$ cat src/hpsfc_map.svh
// timing counts and reset values for the host pin status and flow control block
`ifndef HPSFC_MAP_SVH
`define HPSFC_MAP_SVH
// ----------------------------------------------------------------
// timing
// ----------------------------------------------------------------
`define HPSFC_BLINK_NS        50000000
`define HPSFC_CLK_NS          5
`define HPSFC_BLINK_CYC       (`HPSFC_BLINK_NS / `HPSFC_CLK_NS)
`define HPSFC_LOST_HOPS       50
// ----------------------------------------------------------------
// reset values
// ----------------------------------------------------------------
`define HPSFC_GPIO_RST_DIR    1'b0
`define HPSFC_GPIO_RST_OUT    1'b0
`endif

$ cat src/hpsfc_pkg.sv
// types shared by the host pin status and flow control block
package hpsfc_pkg;
    typedef enum logic [2:0] {
        HPSFC_ROLE_BASE   = 3'b001,
        HPSFC_ROLE_ROUTER = 3'b010,
        HPSFC_ROLE_REMOTE = 3'b100
    } hpsfc_role_t;

    // one general pin's configuration, awake or asleep
    typedef struct packed {
        logic dir_out;
        logic pull_up;
        logic wake_en;
        logic out_level;
    } hpsfc_pin_cfg_t;

    // radio events, one-cycle pulses
    typedef struct packed {
        logic rx_valid;
        logic rx_upstream;
        logic tx_packet;
        logic tx_downstream;
        logic sync_gained;
        logic hop_tick;
        logic beacon_heard;
    } hpsfc_radio_ev_t;
endpackage

$ cat src/hpsfc_top.sv
// host-facing pins: activity and carrier indicators, flow control, general pins
`include "hpsfc_map.svh"
// Contract
// (RULE_01) base: activity blinks on each valid received packet
// (RULE_02) remote: activity blinks on each transmitted packet
// (RULE_03) router: blinks on valid upstream receive or downstream transmit
// (RULE_04) base: carrier detect asserts on valid packet, clears after registration timeout
// (RULE_05) router/remote: carrier asserts on sync, clears after 50 beaconless hops
// (RULE_06) activity pin may instead carry diagnostic serial output
// (RULE_07) carrier pin may instead carry diagnostic serial input
// (RULE_08) flow control: clear-to-send low while data can be accepted
// (RULE_09) host stops sending while clear-to-send is high
// (RULE_10) host drives request-to-send low to permit module transmit
// (RULE_11) module stops transmitting while request-to-send is high
// (RULE_12) input pins offer pull-up and wake-from-sleep interrupt
// (RULE_13) output pin takes configurable power-on level
// (RULE_14) sleep uses separate direction, pull-up and output level
// (RULE_15) pins 1 and 2 have the same options as pin 0
// (RULE_16) pins 4 and 5 as pin 2, or flow-control pins
// (RULE_17) after reset each muxed pin takes its default function
module hpsfc_top #(
    parameter int unsigned BLINK_CYCLES = `HPSFC_BLINK_CYC,
    parameter int unsigned REG_TO_W     = 32,
    parameter int unsigned NUM_GPIO     = 6
) (
    input  wire logic                      clk,
    input  wire logic                      reset_n,
    input  wire logic                      clk_en,
    input  wire hpsfc_pkg::hpsfc_role_t    role,
    input  wire hpsfc_pkg::hpsfc_radio_ev_t radio_ev,
    input  wire logic [REG_TO_W-1:0]       reg_timeout_cycles,
    input  wire logic                      diag_alt_en,
    input  wire logic                      diag_serial_out,
    output logic                           diag_serial_in,
    input  wire logic                      flow_ctrl_en,
    input  wire logic                      rx_can_accept,
    output logic                           tx_permit,
    input  wire logic                      sleeping,
    input  wire hpsfc_pkg::hpsfc_pin_cfg_t awake_cfg [NUM_GPIO],
    input  wire hpsfc_pkg::hpsfc_pin_cfg_t sleep_cfg [NUM_GPIO],
    output logic                           activity_indicator,
    input  wire logic                      carrier_detect_n_in,
    output logic                           carrier_detect_n,
    output logic                           carrier_detect_oe_n,
    input  wire logic [NUM_GPIO-1:0]       gpio_in,
    output logic [NUM_GPIO-1:0]            gpio_out,
    output logic [NUM_GPIO-1:0]            gpio_oe_n,
    output logic [NUM_GPIO-1:0]            gpio_pull_up,
    output logic [NUM_GPIO-1:0]            gpio_level,
    output logic                           wake_irq
);
    import hpsfc_pkg::*;

    // refuse shapes that the fixed pin map and the 32-bit counters cannot serve
    if (NUM_GPIO != 6 || BLINK_CYCLES < 1 || REG_TO_W < 1 || REG_TO_W > 32) begin : g_bad_param
        $error("hpsfc_top: unsupported parameters");
    end

    // ----------------------------------------------------------------
    // activity blink
    // ----------------------------------------------------------------
    logic        act_event;
    logic [31:0] blink_reg, blink_next;

    // which radio event counts depends on the node role
    always_comb begin
        case (role)
            HPSFC_ROLE_BASE:   act_event = radio_ev.rx_valid; // RULE_01
            HPSFC_ROLE_REMOTE: act_event = radio_ev.tx_packet; // RULE_02
            HPSFC_ROLE_ROUTER: act_event = radio_ev.rx_upstream | radio_ev.tx_downstream; // RULE_03
            default:           act_event = 1'b0;
        endcase
    end

    // a new event restarts the blink so bursts read as one long flash
    always_comb begin
        blink_next = blink_reg;
        if (clk_en) begin
            if (act_event)
                blink_next = 32'(BLINK_CYCLES);
            else if (blink_reg != 32'h0)
                blink_next = blink_reg - 32'h1;
        end
    end

    always_ff @(posedge clk) begin
        if (!reset_n)
            blink_reg <= 32'h0;
        else
            blink_reg <= blink_next;
    end

    // ----------------------------------------------------------------
    // carrier detect
    // ----------------------------------------------------------------
    logic                cd_reg, cd_next;
    logic [REG_TO_W-1:0] quiet_reg, quiet_next;
    logic [5:0]          hops_reg, hops_next;

    // base times out in clock cycles, others count beaconless hops
    always_comb begin
        cd_next    = cd_reg;
        quiet_next = quiet_reg;
        hops_next  = hops_reg;
        if (clk_en) begin
            if (role == HPSFC_ROLE_BASE) begin
                hops_next = 6'h0;
                if (radio_ev.rx_valid) begin
                    cd_next    = 1'b1; // RULE_04
                    quiet_next = '0;
                end else if (cd_reg) begin
                    if (quiet_reg >= reg_timeout_cycles)
                        cd_next = 1'b0; // RULE_04
                    else
                        quiet_next = quiet_reg + 1'b1;
                end
            end else begin
                quiet_next = '0;
                if (radio_ev.sync_gained || radio_ev.beacon_heard) begin
                    if (radio_ev.sync_gained)
                        cd_next = 1'b1; // RULE_05
                    hops_next = 6'h0;
                end else if (cd_reg && radio_ev.hop_tick) begin
                    if (hops_reg == 6'(`HPSFC_LOST_HOPS - 1)) begin
                        cd_next   = 1'b0; // RULE_05
                        hops_next = 6'h0;
                    end else
                        hops_next = hops_reg + 6'h1;
                end
            end
        end
    end

    always_ff @(posedge clk) begin
        if (!reset_n) begin
            cd_reg    <= 1'b0;
            quiet_reg <= '0;
            hops_reg  <= 6'h0;
        end else begin
            cd_reg    <= cd_next;
            quiet_reg <= quiet_next;
            hops_reg  <= hops_next;
        end
    end

    // ----------------------------------------------------------------
    // diagnostic port pins and sync
    // ----------------------------------------------------------------
    logic diag_s1_reg, diag_s1_next, diag_s2_reg, diag_s2_next;
    logic act_reg, act_next;

    // the diag input is a pin, so it passes two flops first
    always_comb begin
        diag_s1_next = diag_s1_reg;
        diag_s2_next = diag_s2_reg;
        act_next     = act_reg;
        if (clk_en) begin
            diag_s1_next = carrier_detect_n_in;
            diag_s2_next = diag_s1_reg;
            act_next     = diag_alt_en ? diag_serial_out : (blink_next != 32'h0); // RULE_06 RULE_17
        end
    end

    always_ff @(posedge clk) begin
        if (!reset_n) begin
            diag_s1_reg <= 1'b1;
            diag_s2_reg <= 1'b1;
            act_reg     <= 1'b0;
        end else begin
            diag_s1_reg <= diag_s1_next;
            diag_s2_reg <= diag_s2_next;
            act_reg     <= act_next;
        end
    end

    assign activity_indicator  = act_reg;
    assign carrier_detect_n    = ~cd_reg;
    assign carrier_detect_oe_n = diag_alt_en; // RULE_07 RULE_17
    assign diag_serial_in      = diag_alt_en ? diag_s2_reg : 1'b1; // RULE_07

    // ----------------------------------------------------------------
    // general pins and flow control
    // ----------------------------------------------------------------
    logic [NUM_GPIO-1:0] cell_out, cell_oe_n, cell_pu, cell_wake;
    logic                cts_reg, cts_next;

    // every pin gets the same cell, so pins 1,2,4,5 match pin 0
    for (genvar i = 0; i < NUM_GPIO; i++) begin : g_pin
        hpsfc_gpio_cell u_cell ( // RULE_15
            .clk        (clk),
            .reset_n    (reset_n),
            .clk_en     (clk_en),
            .awake_cfg  (awake_cfg[i]),
            .sleep_cfg  (sleep_cfg[i]),
            .sleeping   (sleeping),
            .pin_in     (gpio_in[i]),
            .pin_out    (cell_out[i]),
            .pin_oe_n   (cell_oe_n[i]),
            .pull_up_en (cell_pu[i]),
            .wake_req   (cell_wake[i]),
            .pin_level  (gpio_level[i])
        );
    end

    // clear-to-send is registered so the pin never glitches
    always_comb begin
        cts_next = cts_reg;
        if (clk_en)
            cts_next = ~rx_can_accept; // RULE_08
    end

    always_ff @(posedge clk) begin
        if (!reset_n)
            cts_reg <= 1'b1;
        else
            cts_reg <= cts_next;
    end

    // pins 4 and 5 turn into flow control only while it is enabled
    always_comb begin
        gpio_out     = cell_out;
        gpio_oe_n    = cell_oe_n;
        gpio_pull_up = cell_pu;
        if (flow_ctrl_en) begin
            gpio_out[4]     = cts_reg; // RULE_16 RULE_08
            gpio_oe_n[4]    = 1'b0;
            gpio_pull_up[4] = 1'b0;
            gpio_out[5]     = 1'b0;
            gpio_oe_n[5]    = 1'b1;
            gpio_pull_up[5] = 1'b1; // RULE_16
        end
    end

    // rts high withholds transmit; the flow-control flag gates it
    assign tx_permit = ~flow_ctrl_en | ~gpio_level[5]; // RULE_11 RULE_10
    // pins 4 and 5 lose their wake only while they serve flow control
    assign wake_irq  = |(cell_wake & {{2{~flow_ctrl_en}}, 4'b1111}); // RULE_12
endmodule // hpsfc_top

$ cat src/hpsfc_gpio_cell.sv
// one configurable general pin: direction, pull-up, wake, power-on and sleep state
`include "hpsfc_map.svh"
module hpsfc_gpio_cell (
    input  wire logic                     clk,
    input  wire logic                     reset_n,
    input  wire logic                     clk_en,
    input  wire hpsfc_pkg::hpsfc_pin_cfg_t awake_cfg,
    input  wire hpsfc_pkg::hpsfc_pin_cfg_t sleep_cfg,
    input  wire logic                     sleeping,
    input  wire logic                     pin_in,
    output logic                          pin_out,
    output logic                          pin_oe_n,
    output logic                          pull_up_en,
    output logic                          wake_req,
    output logic                          pin_level
);
    import hpsfc_pkg::*;
    hpsfc_pin_cfg_t cfg;
    logic sync1_reg, sync1_next, sync2_reg, sync2_next;
    logic dir_reg, dir_next, out_reg, out_next, pu_reg, pu_next;

    // pick the live set; sleep has its own independent settings
    assign cfg = sleeping ? sleep_cfg : awake_cfg; // RULE_14

    always_comb begin
        sync1_next = sync1_reg;
        sync2_next = sync2_reg;
        dir_next   = dir_reg;
        out_next   = out_reg;
        pu_next    = pu_reg;
        if (clk_en) begin
            sync1_next = pin_in;
            sync2_next = sync1_reg;
            dir_next   = cfg.dir_out;
            out_next   = cfg.out_level; // RULE_13
            pu_next    = cfg.pull_up & ~cfg.dir_out; // RULE_12
        end
    end

    // reset parks the pin as an input until the configuration arrives
    always_ff @(posedge clk) begin
        if (!reset_n) begin
            sync1_reg <= 1'b0;
            sync2_reg <= 1'b0;
            dir_reg   <= `HPSFC_GPIO_RST_DIR;
            out_reg   <= `HPSFC_GPIO_RST_OUT;
            pu_reg    <= 1'b0;
        end else begin
            sync1_reg <= sync1_next;
            sync2_reg <= sync2_next;
            dir_reg   <= dir_next;
            out_reg   <= out_next;
            pu_reg    <= pu_next;
        end
    end

    assign pin_out    = out_reg;
    assign pin_oe_n   = ~dir_reg;
    assign pull_up_en = pu_reg;
    assign pin_level  = sync2_reg;
    // wake only from an input pin pulled low; level, so it holds across sleep
    assign wake_req   = sleeping & cfg.wake_en & ~cfg.dir_out & ~sync2_reg; // RULE_12
endmodule // hpsfc_gpio_cell

$ cat config.mk
export PLATFORM = sky130hd
export DESIGN_NAME = hpsfc_top
export DESIGN_NICKNAME = d
export VERILOG_FILES = /design/src/hpsfc_pkg.sv /design/src/hpsfc_top.sv /design/src/hpsfc_gpio_cell.sv
export VERILOG_INCLUDE_DIRS = /design/src
export SDC_FILE = /design/constraint.sdc
export NUM_CORES = 1
export LEC_CHECK = 0
export BUFFER_PORTS_ARGS = -buffer_cell sky130_fd_sc_hd__buf_2
export CORE_UTILIZATION = 40
export DETAILED_ROUTE_END_ITERATION = 7
export PLACE_DENSITY = 0.6
export REMOVE_ABC_BUFFERS = 1
export SLEW_MARGIN = 20
export SYNTH_ARGS = -nofsm -noshare
export SYNTH_HDL_FRONTEND = slang
export SYNTH_HIERARCHICAL = 1
export SYNTH_SLANG_ARGS = --single-unit
$ cat constraint.sdc
create_clock -name clk -period 3.31 [get_ports clk]
set_clock_uncertainty 0.2 [all_clocks]
set_input_delay 0.662 -clock clk [delete_from_list [all_inputs] [get_ports clk]]
set_output_delay 0.662 -clock clk [all_outputs]
set_load 0.005 [all_outputs]
==> summary.txt <==
Cells and area
  • Layout cell share with drive strength beyond 1: 22.3%
  • Commonest cells after routing, fill and taps aside: 127 x buf_2, 104 x dfxtp_1, 59 x nor2_1
  • Nets@finish: 1,074
  • Multi-input logic area: 0.00411 sq mm
  • Most common cell after layout, fill and taps aside: buf_2
  • Filler instances: 1,652
  • Final Cell Area: 0.00793 sq mm
  • Fin cells: 1,157
  • Antenna Cells: 0
  • Synthesis-to-layout area growth: 17.7%
  • Register area: 0.00210 sq mm

Synth
  • EDFF count, synth: 0
  • Primary FF master, synth: dfxtp_1
  • Cell taking the most area after synthesis: dfxtp_1
  • YS warnings: 6
  • Synthesized area per cell: 8.32 sq um
  • Mapped cell area: 0.00674 sq mm
  • Ys async rst share: 0%
  • Synth Instances: 810
  • Synth Register Bits: 105
  • Seq/Total Area, Yosys: 31.2%
  • Yosys cell types: 73
  • Top-area cell type share of the netlist area: 31.2%
  • Synth area leaders: dfxtp_1 31%, ha_1 6.9%, mux2i_1 4.3%, a21oi_1 3.8%, nor2_1 3.3%

Timing
  • Final period util: 93.8%
  • Final Max Tran Viols: 0
  • Fmax: 0.322 GHz
  • Total Neg Setup Slack: 0 ns
  • Minimum clock period: 3.11 ns
  • Max-slew headroom: 44.6%
  • Final setup vio count: 0
  • RSZ-0062 raised after global routing: false
  • Final hold violations: 0
  • Worst Tran Pin Value: 0.832 ns

CTS
  • Worst-path clk slew: 0.07 ns
  • CTS H-tree depth: 3
  • Clock sinks: 105
  • CTS tree: built
  • Root buf cell: clkbuf_16
  • Num CTS Buffers: 9
  • Clock buffer depth: 2
  • Worst skew pair latency: 0.35 ns
  • CTS Hold Bufs: 0

Setup path
  • Critical Path Max Stage Delay: 0.52 ns
  • Startpoint Class: flip-flop
  • Crit. End Element: flip-flop
  • Data arrival, critical path: 3.14 ns
  • CP Cell Sequence: inv_1 -> ha_1 -> nand2b_1 -> nor4_4 -> nand4_4 -> buf_4 -> a21oi_2 -> o211ai_1 -> nor4b_2 -> and4_1 -> a21oi_1
  • CP Class: reg2reg
  • Maximum net fanout on the critical path: 8
  • Top Family by Delay on Critical Path: simple AND/OR/NAND/NOR gates
  • Slowest cell on crit path: nor4_4
  • Critical path buffers and inverters: 2
  • CP required: 3.34 ns

Routing
  • Wire per inst: 15.2 um
  • Vias: 6,336
  • Antenna Violating Nets Remaining: 0
  • Initial DRC Count: 412
  • DR DRC count: 0
  • DRT Pass-1 Iters: 5
  • Drt via density: 5.48
  • DRT Wirelength: 17,600 um

Global routing
  • Vias in the first global route: 5,844
  • Largest net degree at the start of global routing: 75
  • GRT Resource Usage Total: 20.8%
  • First-pass GRT wire length: 29,300 um
  • GRT overflow: 0
  • Initial antenna violation count: 0

Floorplanning
  • Initial Util: 40.8%
  • Die Area: 0.0174 sq mm
  • Num ports: 135
  • Chip Height: 132 um
  • Die X: 132 um
  • Core box area: 0.0165 sq mm
  • Cell row count: 47

Pwr
  • Peak VDD IR: 0.258 mV
  • LEAKAGE: 0.00350 uW
  • P per Cell Area: 472 mW/mm^2
  • Total power: 3750 uW

Placed design
  • Area after DPL: 0.00759 sq mm
  • Inst Count DP: 1,139
  • Detailed Place HPWL: 13,000 um
  • Placer Congestion: 0.905
  • IO Port Bufs: 128

Flow run
  • Number of max-cap violations: 0

Run status
  • Status: completed

Hold path
  • Hold Crit Class: reg2reg
-- through the flow --
step	setup slack [ns]	hold WS (ns)	utilization, %
2_1_floorplan	-0.0278	0.231	-
3_3_place_gp	0.00347	0.250	46.0
3_5_place_dp	-0.000765	0.256	46.0
4_1_cts	0.129	0.273	47.9
5_1_grt	0.0330	0.290	48.0
6_report	0.205	0.269	48.0
-- kinds of logic (layout without fill, tap and decap cells) --
group	after synthesis	count (layout)	share of synthesized area, %
compound gates	176	176	18.1
xor+xnor	28	28	3.75
fa+ha+maj	37	37	6.87
buf+inv	111	238	7.85
flops	105	105	31.2
mux	30	30	4.47
simple gates	323	323	27.8
-- path summary, 6_finish.rpt --
check                                   from  slack [ns]  cells past startpoint            endpoint
worst min register to register   diag_s2_reg        0.27                      2         diag_s2_reg
worst max-delay path            blink_reg[0]        0.20                     11  activity_indicator
worst max register to register  blink_reg[0]        0.20                     11  activity_indicator
worst min-delay path             diag_s2_reg        0.27                      2         diag_s2_reg
-- synth_stat cells, types with 10 or more instances --
cell type and n:
dfxtp_1 105, nor2_1 59, inv_1 54, nand2_1 52, a21oi_1 51, ha_1 37
nand3_1 32, mux2i_1 29, nor3_1 29, clkbuf_1 27, nor2b_1 25, o21ai_0 25
nand4_1 24, xnor2_1 17, a31oi_1 15, and3_1 15, a21o_1 14, nand2b_1 14
nor4_1 14, buf_4 13, o211ai_1 10, xor2_1 10
-- where the power goes --
group          switching, uW  leakage, uW  internal [uW]
Combinational            606      0.00249            498
Sequential               122     0.000857           1360
Clock                    482     0.000159            683
Total                   1210      0.00350           2540
-- cell type report --
cell class | instances | area share, %
Clock buffer | 11 | 3.06
Clock inverter | 5 | 0.994
Inverter | 60 | 2.84
Multi-Input combinational cell | 594 | 51.8
Sequential cell | 105 | 26.5
Tap cell | 220 | 3.47
Timing Repair Buffer | 162 | 11.3
-- worst min-delay path, cell delays in order, from the launching register on --
cell     delay (ns)
dfxtp_1        0.32
mux2i_1        0.06
nand2_1        0.06
-- repair_timing --
item                                    CTS  global route
endpoints found under the setup margin    0             3
buffers inserted                          0             2
resized for setup                         0             2
-- metal layers --
metal	vias up	global-route usage (%)	wire, um
met5	-	0	0
met4	0	8.27	320
met3	21	3.81	1130
met2	190	32.7	7870
met1	2906	28.2	8310
li1	3219	-	-
Note: power is estimated with default switching activity, not from simulation.
